### config.mk
export PLATFORM = sky130hd
export DESIGN_NAME = asc_capture
export DESIGN_NICKNAME = d
export VERILOG_FILES = /design/src/asc_pkg.sv /design/src/asc_fifo.sv /design/src/asc_capture.sv
export SDC_FILE = /design/constraint.sdc
export NUM_CORES = 1
export LEC_CHECK = 0
export BUFFER_PORTS_ARGS = -buffer_cell sky130_fd_sc_hd__buf_4
export CORE_MARGIN = 3
export CORE_UTILIZATION = 55
export CTS_BUF_LIST = sky130_fd_sc_hd__clkbuf_16
export CTS_CLUSTER_DIAMETER = 50
export DETAILED_ROUTE_END_ITERATION = 10
export PLACE_DENSITY = 0.86
export SLEW_MARGIN = 10
export SYNTH_ARGS = -nofsm -noshare
export SYNTH_HDL_FRONTEND = slang
export SYNTH_HIERARCHICAL = 1
export SYNTH_SLANG_ARGS = --single-unit
export TNS_END_PERCENT = 10
### constraint.sdc
create_clock -name clock -period 4.61 [get_ports clock]
set_clock_uncertainty 0.2 [all_clocks]
set_input_delay 0.922 -clock clock [delete_from_list [all_inputs] [get_ports clock]]
set_output_delay 0.922 -clock clock [all_outputs]
set_load 0.03 [all_outputs]
### src/asc_pkg.sv
package asc_pkg;
  // Register word addresses on the slave port
  localparam logic [0:0]  ADDR_CONTROL   = 1'h0;
  localparam logic [0:0]  ADDR_STATUS    = 1'h1;
  // Control field positions
  localparam int          CTL_COUNT_MSB  = 19;
  localparam int          CTL_DUMMY_BIT  = 30;
  localparam int          CTL_START_BIT  = 31;
  // Status field positions
  localparam int          STS_DONE_BIT   = 0;
  localparam int          STS_OVF_BIT    = 1;
  localparam int          STS_OOR_BIT    = 2;
  // Reset values
  localparam logic [31:0] CONTROL_RESET  = 32'h0000_0000;
  localparam logic [2:0]  STATUS_RESET   = 3'h0;
  // Data path sizes
  localparam int          SAMPLE_W       = 14;
  localparam int          COUNT_W        = 20;
  localparam int          ADDR_W         = 32;
  localparam int          FIFO_DEPTH     = 16;
  localparam int          FIFO_AW        = 4;
  // Clock, address step and pattern step figures
  localparam int          CLOCK_MHZ      = 100;
  localparam logic [ADDR_W-1:0] WORD_BYTES = 32'h0000_0004;
  localparam logic [SAMPLE_W-1:0] DUMMY_STEP = 14'h0001;

  typedef enum logic [1:0] {ASC_IDLE, ASC_RUN, ASC_DRAIN} asc_state_t;
endpackage

### src/asc_fifo.sv
module asc_fifo
  import asc_pkg::*;
#(
  parameter int W  = SAMPLE_W,
  parameter int D  = FIFO_DEPTH,
  parameter int AW = FIFO_AW
) (
  input  wire logic         clock,
  input  wire logic         rst,
  input  wire logic         flush,
  input  wire logic         wr_valid,
  input  wire logic [W-1:0] wr_data,
  output logic              full,
  input  wire logic         rd_ready,
  output logic [W-1:0]      rd_data,
  output logic              empty
);
  logic [W-1:0] mem [D];
  logic [AW:0]  wr_ptr;
  logic [AW:0]  rd_ptr;

  assign full  = (wr_ptr[AW] != rd_ptr[AW]) && (wr_ptr[AW-1:0] == rd_ptr[AW-1:0]);
  assign empty = (wr_ptr == rd_ptr);
  assign rd_data = mem[rd_ptr[AW-1:0]];

  // Storage; writes into a full FIFO are dropped
  always_ff @(posedge clock) begin
    if (wr_valid && !full) begin
      mem[wr_ptr[AW-1:0]] <= wr_data;
    end
  end

  // Pointers
  always_ff @(posedge clock) begin
    if (rst || flush) begin
      wr_ptr <= '0;
      rd_ptr <= '0;
    end else begin
      if (wr_valid && !full) begin
        wr_ptr <= wr_ptr + 1'b1;
      end
      if (rd_ready && !empty) begin
        rd_ptr <= rd_ptr + 1'b1;
      end
    end
  end
endmodule

### src/asc_capture.sv
// Summary of operation
// - Control word: bits 19..0 sample count, bit 31 starts capture.
// - Control bit 30 substitutes generated counting data for converter samples.
// - After start, samples are taken every clock until count reached.
// - Each sample is pushed into an internal FIFO first; one arriving with the FIFO full is dropped.
// - FIFO drains to memory through master write transfers.
// - Processor reads control and status and writes control through the slave port; status is read-only.
// - Status bit 0 sets when the run ends and the FIFO has drained to memory, or at once for a zero count.
// - Status bit 1 sets when a sample arrives with FIFO full.
// - Status bit 2 sets when converter reports an out-of-range value on a sample taken without bit 30 set.
// - Whole block runs on one common system clock.
// - Each instance writes its own memory region via its base parameter.
// - Converter samples are 14-bit parallel words.
module asc_capture
  import asc_pkg::*;
#(
  parameter logic [ADDR_W-1:0] DEST_BASE = 32'h0000_0000
) (
  input  wire logic                clock,
  input  wire logic                rst,
  // Converter side
  input  wire logic [SAMPLE_W-1:0] adc_data,
  input  wire logic                adc_out_of_range,
  // Register slave port
  input  wire logic [0:0]          avs_address,
  input  wire logic                avs_read,
  input  wire logic                avs_write,
  input  wire logic [31:0]         avs_writedata,
  output logic [31:0]              avs_readdata,
  // Memory master port
  output logic [ADDR_W-1:0]        avm_address,
  output logic                     avm_write,
  output logic [31:0]              avm_writedata,
  input  wire logic                avm_waitrequest
);
  asc_state_t           state;
  logic [31:0]          control;
  logic [2:0]           status;
  logic [COUNT_W-1:0]   taken;
  logic [COUNT_W-1:0]   stored;
  logic [SAMPLE_W-1:0]  dummy;
  logic [SAMPLE_W-1:0]  sample;
  logic                 sample_valid;
  logic                 fifo_full;
  logic                 fifo_empty;
  logic [SAMPLE_W-1:0]  fifo_data;
  logic                 pop;
  logic                 start;
  logic [COUNT_W-1:0]   req_count;

  // Single clock domain by design: converter is presumed already synchronous
  assign req_count    = control[CTL_COUNT_MSB:0];
  assign start        = avs_write && (avs_address == ADDR_CONTROL)
                        && avs_writedata[CTL_START_BIT];
  assign sample_valid = (state == ASC_RUN);
  assign sample       = control[CTL_DUMMY_BIT] ? dummy : adc_data;
  // A beat is retired once the master write is not stalled
  assign pop          = avm_write && !avm_waitrequest;

  asc_fifo u_fifo (
    .clock    (clock),
    .rst      (rst),
    .flush    (start),
    .wr_valid (sample_valid),
    .wr_data  (sample),
    .full     (fifo_full),
    .rd_ready (pop),
    .rd_data  (fifo_data),
    .empty    (fifo_empty)
  );

  // Control register; start bit self-clears when the run finishes
  always_ff @(posedge clock) begin
    if (rst) begin
      control <= CONTROL_RESET;
    end else if (avs_write && avs_address == ADDR_CONTROL) begin
      control <= avs_writedata;
    end else if (state == ASC_IDLE) begin
      control[CTL_START_BIT] <= 1'b0;
    end
  end

  // Capture sequencer: a zero count finishes at once
  always_ff @(posedge clock) begin
    if (rst) begin
      state <= ASC_IDLE;
      taken <= '0;
    end else if (start) begin
      taken <= '0;
      state <= (avs_writedata[CTL_COUNT_MSB:0] == '0) ? ASC_IDLE : ASC_RUN;
    end else begin
      unique case (state)
        ASC_IDLE: state <= ASC_IDLE;
        ASC_RUN: begin
          taken <= taken + 1'b1;
          if (taken + 1'b1 == req_count) begin
            state <= ASC_DRAIN;
          end
        end
        ASC_DRAIN: begin
          if (fifo_empty && !avm_write) begin
            state <= ASC_IDLE;
          end
        end
      endcase
    end
  end

  // Test pattern generator, restarts from zero on each capture
  always_ff @(posedge clock) begin
    if (rst || start) begin
      dummy <= '0;
    end else if (sample_valid) begin
      dummy <= dummy + DUMMY_STEP;
    end
  end

  // Memory master: one outstanding write, held until waitrequest drops
  always_ff @(posedge clock) begin
    if (rst || start) begin
      avm_write     <= 1'b0;
      avm_address   <= DEST_BASE;
      avm_writedata <= '0;
      stored        <= '0;
    end else if (avm_write) begin
      if (!avm_waitrequest) begin
        avm_write   <= 1'b0;
        avm_address <= avm_address + WORD_BYTES;
        stored      <= stored + 1'b1;
      end
    end else if (!fifo_empty) begin
      avm_write     <= 1'b1;
      avm_writedata <= {{(32-SAMPLE_W){fifo_data[SAMPLE_W-1]}}, fifo_data};
    end
  end

  // Sticky status; a fresh start outranks events and clears all flags, setting only done for a zero count
  always_ff @(posedge clock) begin
    if (rst) begin
      status <= STATUS_RESET;
    end else if (start) begin
      status <= STATUS_RESET;
      if (avs_writedata[CTL_COUNT_MSB:0] == '0) begin
        status[STS_DONE_BIT] <= 1'b1;
      end
    end else begin
      if (state == ASC_DRAIN && fifo_empty && !avm_write) begin
        status[STS_DONE_BIT] <= 1'b1;
      end
      if (sample_valid && fifo_full) begin
        status[STS_OVF_BIT] <= 1'b1;
      end
      if (sample_valid && !control[CTL_DUMMY_BIT] && adc_out_of_range) begin
        status[STS_OOR_BIT] <= 1'b1;
      end
    end
  end

  // Read data registered; zero wait states
  always_ff @(posedge clock) begin
    if (rst) begin
      avs_readdata <= '0;
    end else if (avs_read) begin
      unique case (avs_address)
        ADDR_CONTROL: avs_readdata <= control;
        ADDR_STATUS:  avs_readdata <= {29'h0000_0000, status};
      endcase
    end
  end
endmodule

==> impl_metrics.json, run 1 <==
{
  "synth_flop_cell": "edfxtp_1",
  "drt_iter0_markers": 1074,
  "yosysSeqAreaShare_pct": 61.7,
  "rsz0062_at_grt": "no",
  "final_cells": 1761,
  "drtPass1Iterations": 5,
  "hpwl_um": 23300,
  "yosys_warnings": 6,
  "yosysMostFrequentCell": "edfxtp_1",
  "die-area_um2": 31500,
  "synth.area.top_cells": "edfxtp_1 (42%), dfxtp_1 (20%), mux4_2 (7.7%)",
  "cap_violations": 0,
  "ys_async_sr_fraction_pct": 0,
  "setup.worst_path.class": "flip-flop to flip-flop",
  "fin_crit_ns": 3.57,
  "yosys.cell_types.count": 59,
  "dp_cells": 1684,
  "relSlewSlack_pct": 24.3,
  "cts_inserted_buffers": 42,
  "final_layout_size_suffix_gt1_share_pct": 22.1,
  "whs_ns": 0.257,
  "ys_seq_elements": 386,
  "path_max_fanout": 23,
  "cts_hold_buf": 0,
  "worst_slew_pin_slew_ns": 1.14,
  "clock_latency_ns": 0.55,
  "io_pins": 150,
  "nNetsFinal": 1405,
  "routedWlPerCell_um": 22.2,
  "peakVddDrop_uv": 291,
  "synth_top_area_cell": "edfxtp_1",
  "clock_path_buffers": 3,
  "syn_avg_cell_area_um2": 13.2,
  "initial_core_util_pct": 56.0,
  "synth_area_um2": 16200,
  "final_max_slew_viol_count": 0,
  "start_kind": "flip-flop",
  "area_growth_pct": 16.0,
  "clock-sinks": 386,
  "timing.setup.tns_ns": 0,
  "antenna_cells": 0,
  "grt_remaining_overflow": 0,
  "setup_viol": 0,
  "end_kind": "flip-flop",
  "gp_congestion": 0.877,
  "htreeDepth": 2,
  "grt_pass1_vias": 10600,
  "tritoncts": "done",
  "track_usage_pct": 24.7,
  "die_h_um": 177,
  "clk_pin_slew_ns": 0.06,
  "slowest_stage": "and3_1",
  "drcViolationCount": 0,
  "grt_start_max_net_pins": 81,
  "hold_violations": 0,
  "power.leakage_nw": 6.53,
  "wl_um": 39000,
  "rows": 62,
  "syn_inst": 1227,
  "slowest_delay_ns": 1.05,
  "critPathRequiredTime_ns": 4.57,
  "synth-edff-count": 224,
  "path_cells": "nand2b_1 -> inv_1 -> buf_4 -> inv_1 -> a21oi_1 -> and3_1",
  "layout_setup_ws_ns": 1.04,
  "period_share_pct": 77.4,
  "antenna_found_initial": 0,
  "min_path_type": "flip-flop to flip-flop",
  "fill_cells": 1976,
  "worstPathArrival_ns": 3.53,
  "grt_pass1_wl_um": 59800,
  "cts.repair.resized": 0,
  "post-place-ws_ns": 1.15,
  "powerDensity_nw_per_um2": 393,
  "clock.fmax_mhz": 280,
  "root_buffer": "clkbuf_16",
  "postCtsSetupBuffers": 0,
  "synth_common_cells": "edfxtp_1 (224), dfxtp_1 (162), nand2_1 (144), a21oi_1 (92), nor2_1 (80)",
  "cpMostUsedCell": "inv_1",
  "port_buffers": 147,
  "coreArea_um2": 28900,
  "die_w_um": 177,
  "status": "completed",
  "synth_top_area_share_pct": 41.6,
  "vias": 10500,
  "viasPerCell": 5.96,
  "ant_nets": 0
}
==> flip-flops by register name (all words and copies together), names as in the netlist, named ones only <==
name and flops:
u_fifo/mem 224, avs_readdata 32, control 32, avm_address 30, taken 20, avm_writedata 14, dummy 14, u_fifo/rd_ptr 5
u_fifo/wr_ptr 5, status 3, state 2, avm_write 1
==> power breakdown <==
group	total (mW)	switching, mW	internal, mW	leakage, nW
logic	0.322	0.205	0.117	2.48
clock network	3.33	1.37	1.96	0.711
registers	3.72	0.0319	3.69	3.33
==> worst paths after layout <==
| kind | slack, ns | start | cells after the start | to |
|---|---|---|---|---|
| setup reg to reg | 1.04 | state[1]$_SDFFE_PP0P_ | 6 | u_fifo/mem[4][11]$_DFFE_PP_ |
| setup / recovery | 1.04 | state[1]$_SDFFE_PP0P_ | 6 | u_fifo/mem[4][11]$_DFFE_PP_ |
| hold reg to reg | 0.26 | control[26]$_SDFFE_PP0P_ | 2 | control[26]$_SDFFE_PP0P_ |
| hold / removal | 0.26 | control[26]$_SDFFE_PP0P_ | 2 | control[26]$_SDFFE_PP0P_ |
==> cell usage in the layout (no fill, tap or decap), drive strengths merged, types with 29 or more instances in the layout <==
cell type    n
dfxtp      162
nand2      144
xor2        44
a21oi       92
buf        158
nand3b      29
nor2        80
xnor2       44
nand2b      32
clkbuf      42
edfxtp     224
mux4        70
==> critical path, delay by kind of cell, from the launching register on <==
kind	cells	cell delay [ns]
flip-flops	1	0.33
buffers and inverters	3	0.51
AO/OA/AOI/OAI	1	0.78
AND/OR/NAND/NOR	2	1.35
==> kinds of logic after synthesis <==
logic type	count (synthesis)	synth area share (%)
and+or+nand+nor	416	13.1
DFF	386	61.7
AOI/OAI and AO/OA	127	4.39
buffers and inverters	101	3.33
muxes	100	12.1
xor gates and xnor gates	88	4.77
adders and majority gates	8	0.620
other	1	0.0232
==> layout make-up <==
type | count | area [µm²] | area share (%)
multi-input cells | 741 | 5660 | 30.2
repair buffers | 158 | 1190 | 6.33
flip-flops and latches | 386 | 9970 | 53.2
clock buffers | 42 | 1050 | 5.61
well taps | 384 | 480 | 2.56
inverters | 15 | 56.3 | 0.300
clock inverters | 35 | 339 | 1.81
==> through the flow <==
stage          area [µm²]  total power, mW  util (%)
6_report            18700             7.37      65.0
5_1_grt             18700             7.56      65.0
4_1_cts             18700             7.41      65.0
3_5_place_dp        17400             4.11      60.1
3_3_place_gp        17400             4.10      60.1
2_1_floorplan       16200             3.99         -
==> per-layer routing <==
metal | wire length [µm] | part of all wire (%) | track usage [%] | vias to the layer above
met5 | 0 | 0 | 0 | -
met1 | 15000 | 38 | 31.9 | 5144
met3 | 2720 | 7.0 | 4.47 | 116
met4 | 1370 | 3.5 | 9.36 | 0
met2 | 20000 | 51 | 41.9 | 528
li1 | - | - | - | 4714
Power figures use the tool's default switching activity.
==> run 2: changes to the inputs <==
Clock period 4.61 ns to 3.6 ns, I/O delays scaled along.
==> run 2 against run 1 <==
  * Worst hold slack lost 0.014 ns
  * Count of clock-buffer cells in the layout increased by 1
  * Via count rose by 0.30%
  * Wire length is 1.8% higher
==> impl_metrics.json, run 2 (synthesis results as in run 1) <==
{
  "worstPathArrival_ns": 2.71,
  "post-place-ws_ns": 0.780,
  "rows": 62,
  "clock-sinks": 386,
  "grt_pass1_vias": 10800,
  "die_w_um": 177,
  "worst_slew_pin_slew_ns": 1.02,
  "track_usage_pct": 25.2,
  "final_layout_size_suffix_gt1_share_pct": 22.8,
  "reg2regPathDepth": 6,
  "whs_ns": 0.244,
  "ant_nets": 0,
  "postCtsSetupBuffers": 0,
  "vias": 10500,
  "grt_start_max_net_pins": 74,
  "viasPerCell": 5.94,
  "area_growth_pct": 16.3,
  "power.leakage_nw": 6.57,
  "coreArea_um2": 28900,
  "relSlewSlack_pct": 31.7,
  "hold_path_depth": 3,
  "cap_violations": 0,
  "clock.fmax_mhz": 361,
  "grt_remaining_overflow": 0,
  "largest_reg_flops": 224,
  "setup.worst_path.class": "flip-flop to flip-flop",
  "layout_setup_ws_ns": 0.827,
  "routedWlPerCell_um": 22.4,
  "drt_iter0_markers": 1011,
  "die-area_um2": 31500,
  "nNetsFinal": 1420,
  "hold_violations": 0,
  "peakVddDrop_uv": 307,
  "end_kind": "flip-flop",
  "rsz0062_at_grt": "no",
  "layout_commonest_cell": "edfxtp_1",
  "clock_latency_ns": 0.53,
  "final_cells": 1772,
  "cts.repair.resized": 0,
  "drcViolationCount": 0,
  "io_pins": 150,
  "status": "completed",
  "critPathRequiredTime_ns": 3.54,
  "grt_pass1_wl_um": 61000,
  "path_max_fanout": 17,
  "wl_um": 39700,
  "min_path_type": "input port to flip-flop",
  "dp_cells": 1699,
  "tritoncts": "done",
  "die_h_um": 177,
  "port_buffers": 147,
  "hpwl_um": 24200,
  "setup_viol": 0,
  "fin_crit_ns": 2.77,
  "htreeDepth": 2,
  "period_share_pct": 77.0,
  "root_buffer": "clkbuf_16",
  "finalPower_mw": 9.18,
  "clk_pin_slew_ns": 0.06,
  "cts_inserted_buffers": 42,
  "layout_common_cells": "edfxtp_1 (224), buf_4 (169), dfxtp_1 (160)",
  "final_max_slew_viol_count": 0,
  "antenna_cells": 0,
  "powerDensity_nw_per_um2": 488,
  "clock_path_buffers": 3,
  "cts_hold_buf": 0,
  "gp_congestion": 0.875,
  "drtPass1Iterations": 5,
  "timing.setup.tns_ns": 0,
  "start_kind": "flip-flop",
  "initial_core_util_pct": 56.0,
  "fill_cells": 1999,
  "antenna_found_initial": 0
}
## run 2: final cells by class
cell class | count | area (µm²) | share of cell area (%)
flip-flops and latches | 386 | 9970 | 53.1
multi-input cells | 741 | 5660 | 30.1
repair buffers | 173 | 1350 | 7.18
clock buffers | 43 | 1080 | 5.72
well taps | 384 | 480 | 2.56
clock inverters | 30 | 200 | 1.07
inverters | 15 | 56.3 | 0.300
## run 2: stage by stage
step	util [%]	area, µm²
floorplan	-	16200
global placement	60.7	17500
detailed placement	60.7	17500
CTS	65.1	18800
global route	65.1	18800
finish	65.1	18800
## run 2: critical path, stage by stage, from the launching register on
cell and delay [ns]:
dfxtp_1 0.34, nand2b_1 0.35, inv_1 0.16, inv_1 0.09, a21oi_1 0.17, buf_4 0.22
and3_1 0.85
## run 2: final timing paths
path                                  from                           to  slack, ns
setup / recovery     state[1]$_SDFFE_PP0P_  u_fifo/mem[14][4]$_DFFE_PP_       0.83
hold / removal           avs_writedata[21]     control[21]$_SDFFE_PP0P_       0.24
setup reg to reg     state[1]$_SDFFE_PP0P_  u_fifo/mem[14][4]$_DFFE_PP_       0.83
hold reg to reg   control[27]$_SDFFE_PP0P_     control[27]$_SDFFE_PP0P_       0.26
## run 2: routing by layer
| metal | part of all wire (%) | track usage [%] | vias up |
|---|---|---|---|
| met5 | 0 | 0 | - |
| met4 | 3.6 | 9.36 | 0 |
| met3 | 7.8 | 4.96 | 100 |
| met2 | 52 | 44.1 | 487 |
| met1 | 37 | 31.3 | 5207 |
| li1 | - | - | 4739 |
## run 2: report_power, final
| part | switching, mW | leakage, nW | internal, mW |
|---|---|---|---|
| registers | 0.0414 | 3.33 | 4.72 |
| logic | 0.265 | 2.58 | 0.158 |
| clock network | 1.69 | 0.660 | 2.31 |
